===== src/logic/stepper_pkg.sv =====
package stepper_pkg;
   // register indices on the register-communication port
   localparam logic [5:0] REG_TARGET_LOW = 6'h02;
   localparam logic [5:0] REG_TARGET_HIGH = 6'h03;
   localparam logic [5:0] REG_LATCH_HIGH = 6'h05;
   localparam logic [5:0] REG_FEATURE = 6'h20;
   localparam logic [5:0] REG_FULL_STEPS = 6'h21;
   localparam logic [5:0] REG_LATCH_COUNT = 6'h25;
   localparam logic [5:0] REG_AUTO_HOLD = 6'h2c;
   localparam logic [5:0] REG_MANUAL_HOLD = 6'h2d;
   localparam logic [5:0] REG_STEP_RES = 6'h2e;
   localparam logic [5:0] REG_SENSOR_PPR = 6'h33;
   localparam logic [5:0] REG_FEATURE_TWO = 6'h34;
   // reset values
   localparam logic [15:0] FEATURE_RST = 16'h0000;
   localparam logic [15:0] FULL_STEPS_RST = 16'h00c8;
   localparam logic [15:0] LATCH_COUNT_RST = 16'h0001;
   localparam logic [15:0] AUTO_HOLD_RST = 16'h0032;
   localparam logic [15:0] MANUAL_HOLD_RST = 16'h0032;
   localparam logic [15:0] STEP_RES_RST = 16'h0006;
   localparam logic [15:0] SENSOR_PPR_RST = 16'h0008;
   localparam logic [15:0] FEATURE_TWO_RST = 16'h0000;
   // control word bits
   localparam int CW_ARM_INDEX = 0;
   localparam int CW_ARM_IN1 = 1;
   localparam int CW_ARM_IN2 = 2;
   localparam int CW_ARM_GATE_RISE = 3;
   localparam int CW_ARM_GATE_FALL = 4;
   localparam int CW_READOUT = 5;
   localparam int CW_NEXT_TOGGLE = 6;
   localparam int CW_ERROR_VIEW = 7;
   localparam int CW_MIXED_DECAY_OFF = 9;
   localparam int CW_TARGET_LOAD = 10;
   localparam int CW_MANUAL_HOLD = 11;
   localparam int CW_TARGET_CLEAR = 13;
   // control byte bits
   localparam int CB_MANUAL_HOLD = 3;
   localparam int CB_FAULT_CLEAR = 6;
   // feature bits
   localparam int FT_CUSTOM_TABLE = 7;
   localparam int FT_LATCH_CLEARS = 8;
   localparam int FT_LATCH_ARRAY = 9;
   localparam int FT2_IN1_NC = 14;
   localparam int FT2_IN2_NC = 15;
   // thresholds and sizes
   localparam logic [7:0] TEMP_WARN_SET = 8'd80;
   localparam logic [7:0] TEMP_WARN_CLEAR = 8'd60;
   localparam logic [7:0] FULL_CURRENT_PCT = 8'd100;
   localparam logic [4:0] STEP_RES_MAX = 5'd6;
   localparam int LATCH_DEPTH = 8;
   localparam int FAULT_COUNT = 7;
endpackage


===== src/logic/stepper_latch_position_status.sv =====
// Behaviour
// - load angle shown in status byte bits 1..3, refreshed after each full step
// - control word bit 9 set turns mixed decay off, otherwise it stays on
// - feature bit 7 selects the user current table instead of the sine table
// - at zero velocity apply automatic hold percentage of configured coil current
// - control byte bit 3 or control word bit 11 forces manual hold current
// - rising edge of control word bit 13 clears target; beats a load request
// - rising edge of control word bit 10 loads target from two registers, acked bit 2
// - path control takes a 32-bit target and travels to it once enabled
// - count input 2 pulses; factor = microsteps times full steps over pulses
// - position error = position minus tally times factor, shown on control bit 7
// - encoder decoded fourfold, every edge of both tracks counted
// - latch sources armed by control bits 0,3,4,1,2 in that priority
// - one latch value by default; feature bit 9 stores up to programmed count
// - feature bit 8, armed source and bit 13 clear position at next latch
// - latch captures position and sets status bit 4, in array mode after count
// - control bit 5 shows latch low word, ack bit 5, high word in register 5
// - toggling control bit 6 advances latch readout, echoed on status bit 6
// - withdrawing latch enable discards all stored latch values
// - feature-two bits 14 and 15 make inputs 1 and 2 normally closed
// - status bit 15 flags zero or out-of-range parameters, clears itself
// - thermal warning sets at 80 degrees, clears below 60 degrees
// - hardware faults cut motor power, set status byte bit 6 and word bits 8..14
// - control byte bit 6 clears the hardware fault flag
`timescale 1ns/100ps
module stepper_latch_position_status (
   input wire logic clk_sys, // system clock, 250 MHz
   input wire logic rst, // asynchronous reset, active high
   input wire logic [15:0] control_word, // cyclic control word
   input wire logic [7:0] control_byte, // cyclic control byte
   output logic [15:0] status_word, // cyclic status word
   output logic [7:0] status_byte, // cyclic status byte
   output logic [15:0] input_process_word, // cyclic input data word
   input wire logic [5:0] reg_addr, // register index
   input wire logic reg_wr, // register write strobe
   input wire logic [15:0] reg_wdata, // register write data
   output logic [15:0] reg_rdata, // register read data, one cycle after address
   input wire logic signed [15:0] commanded_velocity, // velocity from the ramp logic
   input wire logic [31:0] commanded_position, // set position in microsteps
   input wire logic full_step_done, // pulse per completed full step
   input wire logic [2:0] load_angle_meas, // measured load angle
   input wire logic [7:0] coil_current_setting, // configured coil current
   input wire logic [7:0] temperature, // housing temperature, degrees
   input wire logic path_param_error, // derived path parameters out of range
   input wire logic path_enable, // path control start enable
   input wire logic enc_a, // encoder track A pin
   input wire logic enc_b, // encoder track B pin
   input wire logic enc_index, // encoder index pin
   input wire logic latch_gate, // latch/gate pin
   input wire logic din1, // digital input 1 pin
   input wire logic din2, // digital input 2 pin
   input wire logic [stepper_pkg::FAULT_COUNT-1:0] fault_pins, // overheat..supply lost
   output logic mixed_decay_on, // mixed decay pulsing active
   output logic custom_table_select, // use user current table
   output logic [7:0] coil_current_cmd, // coil current after hold reduction
   output logic motor_power_enable, // bridge power allowed
   output logic [31:0] target_position, // stored target position
   output logic path_run, // travel to target requested
   output logic [31:0] encoder_position // fourfold encoder count
);
   import stepper_pkg::*;

   logic [15:0] target_low_r, target_high_r, feature_r, full_steps_r, latch_count_r;
   logic [15:0] auto_hold_r, manual_hold_r, step_res_r, sensor_ppr_r, feature_two_r;
   logic [12:0] pin_s1_r, pin_s2_r, pin_prev_r;
   logic [15:0] cw_prev_r;
   logic a_now, b_now, a_old, b_old, idx_now, idx_old, gate_now, gate_old;
   logic in1_now, in1_old, in2_now, in2_old;
   logic [FAULT_COUNT-1:0] fault_now;
   logic [31:0] target_r, enc_pos_r, pos_err_r;
   logic ack_r, captured_r, echo_r, warn_r, hw_fault_r;
   logic [FAULT_COUNT-1:0] fault_flags_r;
   logic [2:0] load_angle_r;
   logic [7:0] current_cmd_r;
   logic [15:0] tally_r;
   logic [21:0] pulse_factor_r;
   logic [31:0] latch_mem_r [LATCH_DEPTH];
   logic [3:0] latch_fill_r, rd_idx_r;
   logic [15:0] event_cnt_r;
   logic [15:0] ipw_r, rdata_r;
   logic path_run_r, clear_armed_r;
   logic load_rise, clear_rise, toggle_change, latch_enable, latch_event, config_fault;
   logic [4:0] arm_hits;
   logic [3:0] latch_limit;
   logic [21:0] pf_num;
   logic [37:0] err_product;
   logic [7:0] hold_pct;
   logic [15:0] scaled_current;

   // two-stage synchronisers for every pin; stage one feeds only stage two
   always_ff @(posedge clk_sys or posedge rst) begin
      if (rst) begin
         pin_s1_r <= 13'h0000;
         pin_s2_r <= 13'h0000;
         pin_prev_r <= 13'h0000;
      end else begin
         pin_s1_r <= {fault_pins, din2, din1, latch_gate, enc_index, enc_b, enc_a};
         pin_s2_r <= pin_s1_r;
         pin_prev_r <= pin_s2_r;
      end
   end

   assign a_now = pin_s2_r[0];
   assign a_old = pin_prev_r[0];
   assign b_now = pin_s2_r[1];
   assign b_old = pin_prev_r[1];
   assign idx_now = pin_s2_r[2];
   assign idx_old = pin_prev_r[2];
   assign gate_now = pin_s2_r[3];
   assign gate_old = pin_prev_r[3];
   assign in1_now = pin_s2_r[4] ^ feature_two_r[FT2_IN1_NC];
   assign in1_old = pin_prev_r[4] ^ feature_two_r[FT2_IN1_NC];
   assign in2_now = pin_s2_r[5] ^ feature_two_r[FT2_IN2_NC];
   assign in2_old = pin_prev_r[5] ^ feature_two_r[FT2_IN2_NC];
   assign fault_now = pin_s2_r[12:6];

   // register file; latch high word is read only
   always_ff @(posedge clk_sys or posedge rst) begin
      if (rst) begin
         target_low_r <= 16'h0000;
         target_high_r <= 16'h0000;
         feature_r <= FEATURE_RST;
         full_steps_r <= FULL_STEPS_RST;
         latch_count_r <= LATCH_COUNT_RST;
         auto_hold_r <= AUTO_HOLD_RST;
         manual_hold_r <= MANUAL_HOLD_RST;
         step_res_r <= STEP_RES_RST;
         sensor_ppr_r <= SENSOR_PPR_RST;
         feature_two_r <= FEATURE_TWO_RST;
      end else if (reg_wr) begin
         case (reg_addr)
            REG_TARGET_LOW: target_low_r <= reg_wdata;
            REG_TARGET_HIGH: target_high_r <= reg_wdata;
            REG_FEATURE: feature_r <= reg_wdata;
            REG_FULL_STEPS: full_steps_r <= reg_wdata;
            REG_LATCH_COUNT: latch_count_r <= reg_wdata;
            REG_AUTO_HOLD: auto_hold_r <= reg_wdata;
            REG_MANUAL_HOLD: manual_hold_r <= reg_wdata;
            REG_STEP_RES: step_res_r <= reg_wdata;
            REG_SENSOR_PPR: sensor_ppr_r <= reg_wdata;
            REG_FEATURE_TWO: feature_two_r <= reg_wdata;
            default: ;
         endcase
      end
   end

   always_ff @(posedge clk_sys or posedge rst) begin
      if (rst) begin
         rdata_r <= 16'h0000;
      end else begin
         case (reg_addr)
            REG_TARGET_LOW: rdata_r <= target_low_r;
            REG_TARGET_HIGH: rdata_r <= target_high_r;
            REG_LATCH_HIGH: rdata_r <= latch_mem_r[rd_idx_r[2:0]][31:16];
            REG_FEATURE: rdata_r <= feature_r;
            REG_FULL_STEPS: rdata_r <= full_steps_r;
            REG_LATCH_COUNT: rdata_r <= latch_count_r;
            REG_AUTO_HOLD: rdata_r <= auto_hold_r;
            REG_MANUAL_HOLD: rdata_r <= manual_hold_r;
            REG_STEP_RES: rdata_r <= step_res_r;
            REG_SENSOR_PPR: rdata_r <= sensor_ppr_r;
            REG_FEATURE_TWO: rdata_r <= feature_two_r;
            default: rdata_r <= 16'h0000;
         endcase
      end
   end
   assign reg_rdata = rdata_r;

   // control edges
   always_ff @(posedge clk_sys or posedge rst) begin
      if (rst) begin
         cw_prev_r <= 16'h0000;
      end else begin
         cw_prev_r <= control_word;
      end
   end
   assign clear_rise = control_word[CW_TARGET_CLEAR] & ~cw_prev_r[CW_TARGET_CLEAR];
   assign load_rise = control_word[CW_TARGET_LOAD] & ~cw_prev_r[CW_TARGET_LOAD];
   assign toggle_change = control_word[CW_NEXT_TOGGLE] ^ cw_prev_r[CW_NEXT_TOGGLE];

   // target position; ack stays until both requests are released, a new edge wins
   always_ff @(posedge clk_sys or posedge rst) begin
      if (rst) begin
         target_r <= 32'h0000_0000;
         ack_r <= 1'b0;
      end else begin
         if (clear_rise) begin
            target_r <= 32'h0000_0000;
         end else if (load_rise) begin
            target_r <= {target_high_r, target_low_r};
         end
         if (clear_rise || load_rise) begin
            ack_r <= 1'b1;
         end else if (!control_word[CW_TARGET_CLEAR] && !control_word[CW_TARGET_LOAD]) begin
            ack_r <= 1'b0;
         end
      end
   end
   assign target_position = target_r;

   // configuration check: zero registers or derived values out of range
   assign config_fault = (full_steps_r == 16'h0000) || (sensor_ppr_r == 16'h0000) ||
                         (step_res_r > {11'h000, STEP_RES_MAX}) || path_param_error;

   always_ff @(posedge clk_sys or posedge rst) begin
      if (rst) begin
         path_run_r <= 1'b0;
      end else begin
         path_run_r <= path_enable && !config_fault && !hw_fault_r &&
                       (commanded_position != target_r);
      end
   end
   assign path_run = path_run_r;

   // current shaping
   assign hold_pct = (control_byte[CB_MANUAL_HOLD] || control_word[CW_MANUAL_HOLD]) ? manual_hold_r[7:0] :
                     (commanded_velocity == 16'sh0000) ? auto_hold_r[7:0] : FULL_CURRENT_PCT;
   // scaled against the configured coil current, not the rated one
   assign scaled_current = (16'(coil_current_setting) * 16'(hold_pct)) / 16'(FULL_CURRENT_PCT);

   always_ff @(posedge clk_sys or posedge rst) begin
      if (rst) begin
         current_cmd_r <= 8'h00;
         mixed_decay_on <= 1'b1;
         custom_table_select <= 1'b0;
      end else begin
         current_cmd_r <= (scaled_current > 16'h00ff) ? 8'hff : scaled_current[7:0];
         mixed_decay_on <= ~control_word[CW_MIXED_DECAY_OFF];
         custom_table_select <= feature_r[FT_CUSTOM_TABLE];
      end
   end
   assign coil_current_cmd = current_cmd_r;

   always_ff @(posedge clk_sys or posedge rst) begin
      if (rst) begin
         load_angle_r <= 3'h0;
      end else if (full_step_done) begin
         load_angle_r <= load_angle_meas;
      end
   end

   // sensor tally and position error; the divider is combinational and settles in one cycle
   assign pf_num = 22'(full_steps_r) << step_res_r[2:0];
   assign err_product = 38'(tally_r) * 38'(pulse_factor_r);
   always_ff @(posedge clk_sys or posedge rst) begin
      if (rst) begin
         tally_r <= 16'h0000;
         pulse_factor_r <= 22'h000000;
         pos_err_r <= 32'h0000_0000;
      end else begin
         if (in2_now && !in2_old) begin
            tally_r <= tally_r + 16'h0001;
         end
         pulse_factor_r <= (sensor_ppr_r == 16'h0000) ? 22'h000000 : pf_num / 22'(sensor_ppr_r);
         pos_err_r <= commanded_position - err_product[31:0];
      end
   end

   // latch sources in priority order: index, gate rise, gate fall, input 1, input 2
   assign arm_hits = {control_word[CW_ARM_INDEX] & idx_now & ~idx_old,
                      control_word[CW_ARM_GATE_RISE] & gate_now & ~gate_old,
                      control_word[CW_ARM_GATE_FALL] & ~gate_now & gate_old,
                      control_word[CW_ARM_IN1] & in1_now & ~in1_old,
                      control_word[CW_ARM_IN2] & in2_now & ~in2_old};
   assign latch_enable = control_word[CW_ARM_INDEX] | control_word[CW_ARM_GATE_RISE] |
                         control_word[CW_ARM_GATE_FALL] | control_word[CW_ARM_IN1] |
                         control_word[CW_ARM_IN2];
   assign latch_event = |arm_hits;
   assign latch_limit = !feature_r[FT_LATCH_ARRAY] ? 4'd1 :
                        (latch_count_r == 16'h0000) ? 4'd1 :
                        (latch_count_r > 16'(LATCH_DEPTH)) ? 4'(LATCH_DEPTH) : latch_count_r[3:0];

   // fourfold decode plus latch-driven position clear
   always_ff @(posedge clk_sys or posedge rst) begin
      if (rst) begin
         enc_pos_r <= 32'h0000_0000;
         clear_armed_r <= 1'b0;
      end else begin
         if (!latch_enable || !feature_r[FT_LATCH_CLEARS]) begin
            clear_armed_r <= 1'b0;
         end else if (control_word[CW_TARGET_CLEAR]) begin
            clear_armed_r <= 1'b1;
         end
         if (latch_event && clear_armed_r) begin
            enc_pos_r <= 32'h0000_0000;
            clear_armed_r <= 1'b0;
         end else if ((a_now ^ a_old) || (b_now ^ b_old)) begin
            if (a_old ^ b_now) begin
               enc_pos_r <= enc_pos_r + 32'h0000_0001;
            end else begin
               enc_pos_r <= enc_pos_r - 32'h0000_0001;
            end
         end
      end
   end
   assign encoder_position = enc_pos_r;

   // latch storage and toggle readout
   always_ff @(posedge clk_sys or posedge rst) begin
      if (rst) begin
         for (int i = 0; i < LATCH_DEPTH; i++) begin
            latch_mem_r[i] <= 32'h0000_0000;
         end
         latch_fill_r <= 4'h0;
         event_cnt_r <= 16'h0000;
         captured_r <= 1'b0;
         rd_idx_r <= 4'h0;
         echo_r <= 1'b0;
      end else if (!latch_enable) begin
         latch_fill_r <= 4'h0;
         event_cnt_r <= 16'h0000;
         captured_r <= 1'b0;
         rd_idx_r <= 4'h0;
         echo_r <= control_word[CW_NEXT_TOGGLE];
      end else begin
         if (latch_event && latch_fill_r < latch_limit) begin
            latch_mem_r[latch_fill_r[2:0]] <= enc_pos_r;
            latch_fill_r <= latch_fill_r + 4'h1;
            event_cnt_r <= event_cnt_r + 16'h0001;
            if (latch_fill_r + 4'h1 == latch_limit) begin
               captured_r <= 1'b1;
            end
         end
         // an unanswered toggle marks the last stored value
         if (control_word[CW_READOUT] && toggle_change && rd_idx_r + 4'h1 < latch_fill_r) begin
            rd_idx_r <= rd_idx_r + 4'h1;
            echo_r <= control_word[CW_NEXT_TOGGLE];
         end
      end
   end

   // faults and warnings; the fault set wins over the clear
   always_ff @(posedge clk_sys or posedge rst) begin
      if (rst) begin
         warn_r <= 1'b0;
         hw_fault_r <= 1'b0;
         fault_flags_r <= '0;
      end else begin
         if (temperature >= TEMP_WARN_SET) begin
            warn_r <= 1'b1;
         end else if (temperature < TEMP_WARN_CLEAR) begin
            warn_r <= 1'b0;
         end
         if (|fault_now) begin
            hw_fault_r <= 1'b1;
            fault_flags_r <= fault_flags_r | fault_now;
         end else if (control_byte[CB_FAULT_CLEAR]) begin
            hw_fault_r <= 1'b0;
            fault_flags_r <= '0;
         end
      end
   end
   assign motor_power_enable = ~hw_fault_r & ~(|fault_now);

   always_ff @(posedge clk_sys or posedge rst) begin
      if (rst) begin
         ipw_r <= 16'h0000;
      end else if (control_word[CW_READOUT] && latch_enable) begin
         ipw_r <= latch_mem_r[rd_idx_r[2:0]][15:0];
      end else if (control_word[CW_ERROR_VIEW]) begin
         ipw_r <= pos_err_r[15:0];
      end else begin
         ipw_r <= enc_pos_r[15:0];
      end
   end
   assign input_process_word = ipw_r;

   assign status_word = {config_fault, fault_flags_r, 1'b0, echo_r,
                         control_word[CW_READOUT] & latch_enable, captured_r, 1'b0, ack_r, 2'b00};
   assign status_byte = {1'b0, hw_fault_r, warn_r, 1'b0, load_angle_r, 1'b0};
endmodule


===== config.mk =====
export PLATFORM = sky130hd
export DESIGN_NAME = stepper_latch_position_status
export DESIGN_NICKNAME = d
export VERILOG_FILES = /design/src/logic/stepper_pkg.sv /design/src/logic/stepper_latch_position_status.sv
export SDC_FILE = /design/constraint.sdc
export NUM_CORES = 2
export LEC_CHECK = 0
export BUFFER_PORTS_ARGS = -buffer_cell sky130_fd_sc_hd__buf_2
export CAP_MARGIN = 0
export CORE_ASPECT_RATIO = 0.75
export CORE_MARGIN = 3
export CORE_UTILIZATION = 55
export CTS_CLUSTER_DIAMETER = 30
export DETAILED_ROUTE_END_ITERATION = 6
export HOLD_SLACK_MARGIN = 0.05
export PLACE_DENSITY = 0.76
export SYNTH_ARGS = -nofsm -noshare
export SYNTH_HDL_FRONTEND = slang
export SYNTH_SLANG_ARGS = --single-unit

===== constraint.sdc =====
create_clock -name clk_sys -period 71.3 [get_ports clk_sys]
set_input_delay 10.695 -clock clk_sys [delete_from_list [all_inputs] [get_ports clk_sys]]
set_output_delay 10.695 -clock clk_sys [all_outputs]
set_load 0.01 [all_outputs]

After elaboration in Yosys (flattened, before gate mapping):

Index checks and enable logic that the tools add are counted.

* register bits: 647
* bits of input ports: 132
* output and inout port bits: 132
* word-level logic and storage cells: 209

* add/sub/neg operators: 6
* $mul: 2
* div/mod/pow operators: 2
* $lt $le $gt $ge: 10
* eq/ne operators: 16
* shifts and indexed selects: 1
* muxes and demuxes: 41
* bitwise operators: 39
* reductions and logical operators: 49

Operators with widths (number)
* $bwmux 256: 1
* $mux 32: 8
* $pmux 16 s11: 1
* $bmux 32 s3: 1
* $demux 32 s3: 1
* $logic_not 16->1: 4
* $eq 6x6->1 const B: 8
* $add 32x1->32 const B: 1
* $mux 16: 2
* $ne 32x32->1: 1
* $sub 32x1->32 const B: 1
* $mux 4: 7
* $mux 8: 3
* $reduce_and 2->1: 12
* $div 22x16->22: 1
* $mul 16x22->16: 1
* $mux 22: 1
* $shl 16x3->22: 1
* $add 16x1->16 const B: 1
* $div 16x7->16 const B: 1
* $gt 16x3->1 const B: 1
* $gt 16x4->1 const B: 1
* $gt 16x8->1 const B: 1
* $mul 8x8->16: 1
* other kinds (26): 105

Logic depth before layout (Yosys ltp):

* depth in word-level cells: 8
* gate-level depth with buffers: 299
* gate-level depth less buffers: 282

Worst setup path after synthesis:

OpenSTA, ideal clock, no wires.

* path type: register -> register
* start: reg step_res_r[0]
* end: reg pulse_factor_r[0]
* library setup time: 0.150 ns
* arrival: 56.761 ns
* required time: 71.150 ns
* path slack: 14.389 ns
* cell stages (with the launch flop): 295
* buffers on the path: 16
* clock period less this slack: 56.911 ns
* cells stage by stage: dfrtp_1 -> clkbuf_1 -> mux2_2 -> and3_1 -> ha_1 -> a21oi_1 -> a21oi_1 -> ha_1 -> o21ai_0 -> or4_4 -> o21a_1 -> ha_1 -> o21a_1 -> o21a_1 -> o21a_1 -> nand3_1 -> mux2i_1 -> ha_1 -> (+259 left out) -> a21o_1 -> a21o_1 -> inv_1 -> nand3b_4 -> mux2_1 -> ha_1 -> a21o_1 -> a21oi_1 -> nor2b_1 -> o21ai_0 -> nand2b_1 -> a21oi_1 -> nor2b_1 -> o21ai_0 -> nand2_1 -> a21o_1 -> a211oi_1 -> a21oi_1

* longest elaborated chain between the ends: 3

Ends and longest elaborated chain
* start: declaration: RTL line stepper_latch_position_status.sv:64 `logic [15:0] auto_hold_r, manual_hold_r, step_res_r, sensor_ppr_r, feature_two_r;`
* start signal: assignment: RTL line stepper_latch_position_status.sv:139 `REG_STEP_RES: step_res_r <= reg_wdata;`
* $shl 16x3->22: RTL line stepper_latch_position_status.sv:243 `assign pf_num = 22'(full_steps_r) << step_res_r[2:0];`
* $div 22x16->22: RTL line stepper_latch_position_status.sv:254 `pulse_factor_r <= (sensor_ppr_r == 16'h0000) ? 22'h000000 : pf_num / 22'(sensor_ppr_r);`
* $mux 22: RTL line stepper_latch_position_status.sv:254
* end signal: assignment: RTL line stepper_latch_position_status.sv:254
* end: declaration: RTL line stepper_latch_position_status.sv:76 `logic [21:0] pulse_factor_r;`

Every way passes these cells.
A chain may end at the register's enable or synchronous reset.

Worst setup path after layout:

* start: reg sensor_ppr_r[15]
* end: reg pulse_factor_r[0]

* longest elaborated chain between the ends: 2
* elaborated cells between the ends (all ways): 3
* classes of those cells: 1 x div; 1 x mux; 1 x reduce/logical

Ends and longest elaborated chain
* start: declaration: RTL line stepper_latch_position_status.sv:64
* start signal: assignment: RTL line stepper_latch_position_status.sv:140 `REG_SENSOR_PPR: sensor_ppr_r <= reg_wdata;`
* $div 22x16->22 / $logic_not 16->1 (equally long branches): RTL line stepper_latch_position_status.sv:254
* $mux 22 (*): RTL line stepper_latch_position_status.sv:254

Mark *: on every way between the ends. The rest lies on a longest branch, timed or not.

==> results.txt <==
----------------------------------------------------
[Timing]
  Unrepaired setup endpoints after global routing ... no
  Final worst path period share ... 88.43%
  Final number of hold-violating endpoints ... 0
  Setup violations, final ... 0
  Max-slew violation count ... 0
  Total Negative Setup Slacks ... 0 ns
  Worst rel slew slack ... 18.01%
  Slew at the pin with the worst max-slew slack ... 1.227 ns
  Worst clock skew ... ~0.047 ns
  Peak Freq ... 15.86 MHz
  Worst hold slack ... 0.3409 ns
  Final min period ... 63.05 ns

[GRT]
  First-pass GRT wire length ... 206.1 mm
  Number of global-route vias before repair ... 36380
  Sum of overflow across all layers after global routing ... 0
  Largest net degree at the start of global routing ... 182
  Antenna violations before repair ... 14
  GRT Util Overall ... between 20% and 30%

[Cells and area]
  Number of standard cells in the final layout excluding fillers ... slightly below 6000
  Layout cells sized above 1 ... 24.68%
  Design Area, Final ... 0.05291 mm^2
  Final nets ... 5369
  Number of flip-flops under the largest register name ... between 200 and 300
  Layout Area Growth over Synthesis ... 12.51%
  Fill cells ... 6499
  Largest register by flop count ... latch_mem_r

[Worst setup path]
  Top fanout value on the critical path ... 26
  Arrival time of the worst setup path ... 63.46 ns
  Bufs and invs on worst path ... 5
  Crit path launch ... sensor_ppr_r[15]
  Top Family by Delay on Critical Path ... compound AO/OA/AOI/OAI gates
  Crit Path Category ... reg2reg
  Element type at the critical path end ... register
  Worst path required time ... just over 70 ns
  RR Startpoint ... sensor_ppr_r[15]
  Cell with the biggest individual delay on the critical path ... a2111oi_2
  Worst Setup Start Kind ... register
  Cell repeated most along the worst path ... o21a_1
  Critical path's largest stage delay ... 0.95 ns

[Clock tree]
  Num Clock Sinks ... 630
  Clock slew at reported path FFs ... around 0.060 ns
  CTS tree ... built
  PostCTS Resize Cnt ... 0
  Maximum count of clock buffers along a single path ... 3
  Total clock buffers created by CTS ... 96
  Hold buffer count at cts ... 0
  # H-tree levels ... 3
  Worst-skew pair later-pin latency ... roughly 0.68 ns
  Post CTS Setup Buffer Count ... 0
  Root Buffer Master ... clkbuf_16

[Min path]
  Startpoint of the worst hold path ... pin_s1_r[9]
  Classification of the worst-slack hold path ... reg2reg

[Synthesis]
  Per-instance average area after synthesis ... 10.33 um^2
  Adder and majority gate portion of the synthesized area ... 15.31%
  Synthesis Warnings ... 0
  Post-synthesis xor/xnor area fraction ... 3.650%
  Share of the yosys chip area belonging to registers ... between 30% and 40%
  Fraction of synthesized area in multiplexers ... a little under a fifth
  Share of synthesized cell area in and, or, nand and nor gates ... 12.06%
  Number of enable flip-flop cells after synthesis ... 0
  Top area cells in the synthesized netlist ... dfrtp_1, mux2_2, ha_1
  Summed instance area of the synthesized netlist ... 0.04703 mm^2
  Top flip-flop cell by instance count after synthesis ... dfrtp_1
  Share of synthesized registers carrying an async set or reset ... 100.0%
  Library cell with the largest summed area after synthesis ... dfrtp_1
  Complex-gate fraction of the synthesized area ... 13.15%
  Netlist cell types ... around 110
  Commonest cells in the synthesized netlist ... dfrtp_1, mux2_2, ha_1
  Most instantiated library cell after synthesis ... dfrtp_1
  Post-synthesis cell count ... 4551
  Area fraction of the dominant cell type after synthesis ... 32.78%
  Largest family of logic cells by synthesized area ... multiplexers
  Flops & latches, synth ... 630

[Flow run]
  Number of max-cap violations ... 0

[Place]
  Gpl congestion ... approximately 0.9
  Detailed Place HPWL ... 94.17 mm
  Placed cell count ... roughly 5800
  Cell area after placement ... 0.04939 mm^2
  Buffers on Ports ... 244

[Floorplan]
  Standard-cell rows ... 92
  Area of the die ... 0.08908 mm^2
  Core box area ... 0.08438 mm^2
  Die outline height ... 259.2 um
  Initial Utilization ... 55.73%
  Total I/O pin count ... 264
  Horizontal die dimension ... 343.6 um

[Run status]
  Violated checks ... design-rule violations
  Outcome ... complete, but fails checks

[Detailed routing]
  Number of DRC markers after the initial detailed-route iteration ... 3842
  Via count ... 37180
  DRC violation count after routing ... 6
  Routed vias/inst ... 6.238
  WL final ... 131.3 mm
  Post-route antenna net violation count ... 0
  Mean routed wirelength per cell ... approximately 22 um
  Number of optimization iterations in the first detailed-route pass ... 7

----------------------------------------------------
## worst paths after layout
kind                                      to  slack (ns)  cells past startpoint
setup / recovery           pulse_factor_r[0]        8.25                    282
hold / removal                   pin_s2_r[9]        0.34                      0
setup reg to reg           pulse_factor_r[0]        8.25                    282
hold reg to reg                  pin_s2_r[9]        0.34                      0
max in group asynchronous        rd_idx_r[0]       58.98                      4
min in group asynchronous        tally_r[13]       10.12                      2
## per-stage QoR
step           setup slack [ns]  utilization, %
5_1_grt                   4.134           62.70
3_5_place_dp              9.526           58.53
4_1_cts                   9.132           62.69
6_report                  8.247           62.71
3_3_place_gp              10.56           58.53
2_1_floorplan             14.39               -
## worst reg2reg max path: cells and delay by family (launching register included)
kind,cells,cell delay (ns)
AND/OR/NAND/NOR,41,8.97
buffers and inverters,5,1.16
AO/OA/AOI/OAI,204,41.61
flip-flops,1,0.58
adder cells (fa/ha/maj),21,6.45
multiplexers,11,4.10
## cell type report
class / instances / area [um^2] / area share (%)
diodes: 7 / 17.52 / 0.03311
multi-input cells: 3463 / 29560 / 55.86
well taps: 1128 / 1411 / 2.667
clock inverters: 68 / 927.1 / 1.752
inverters: 248 / 938.4 / 1.774
flip-flops and latches: 630 / 15790 / 29.84
clock buffers: 114 / 2580 / 4.876
repair buffers: 303 / 1689 / 3.192
## cells by family (layout without fill, tap and decap cells)
logic type	Yosys count	after routing
and+or+nand+nor	1176	1176
AOI/OAI and AO/OA	879	879
muxes	709	709
DFF	630	630
buffers and inverters	464	733
other	1	14
xor gates and xnor gates	196	196
adders and majority gates	496	496
## layer usage
layer	vias up	GRT usage, %	wire length [um]
met5	-	0	79
met4	12	8.397	3384
met3	248	8.246	13870
met2	1640	42.57	55940
met1	18350	42.79	58050
li1	16940	-	-
## placed cells by master, fill, tap and decap left out, drive strengths merged, types with 21 or more instances in the layout
| cell type | count |
|---|---|
| clkbuf | 114 |
| a21oi | 167 |
| nor2b | 42 |
| o211ai | 21 |
| o21bai | 23 |
| a211oi | 39 |
| xor2 | 78 |
| o31ai | 41 |
| buf | 303 |
| and2 | 89 |
| a22o | 38 |
| fa | 133 |
| a21o | 54 |
| dfrtp | 616 |
| nor4 | 33 |
| or3 | 21 |
| mux2i | 75 |
| mux4 | 64 |
| a22oi | 37 |
| xnor2 | 118 |
| nand2 | 335 |
| inv | 267 |
| nand3 | 67 |
| nand4 | 32 |
| clkinv | 24 |
| nand2b | 28 |
| o21a | 176 |
| nor3 | 197 |
| o21ai | 124 |
| nor2 | 259 |
| mux2 | 570 |
| a31oi | 21 |
| ha | 362 |
Power is not shown: default switching activity piles up to over one toggle a cycle in this logic, so the estimate is an artifact.
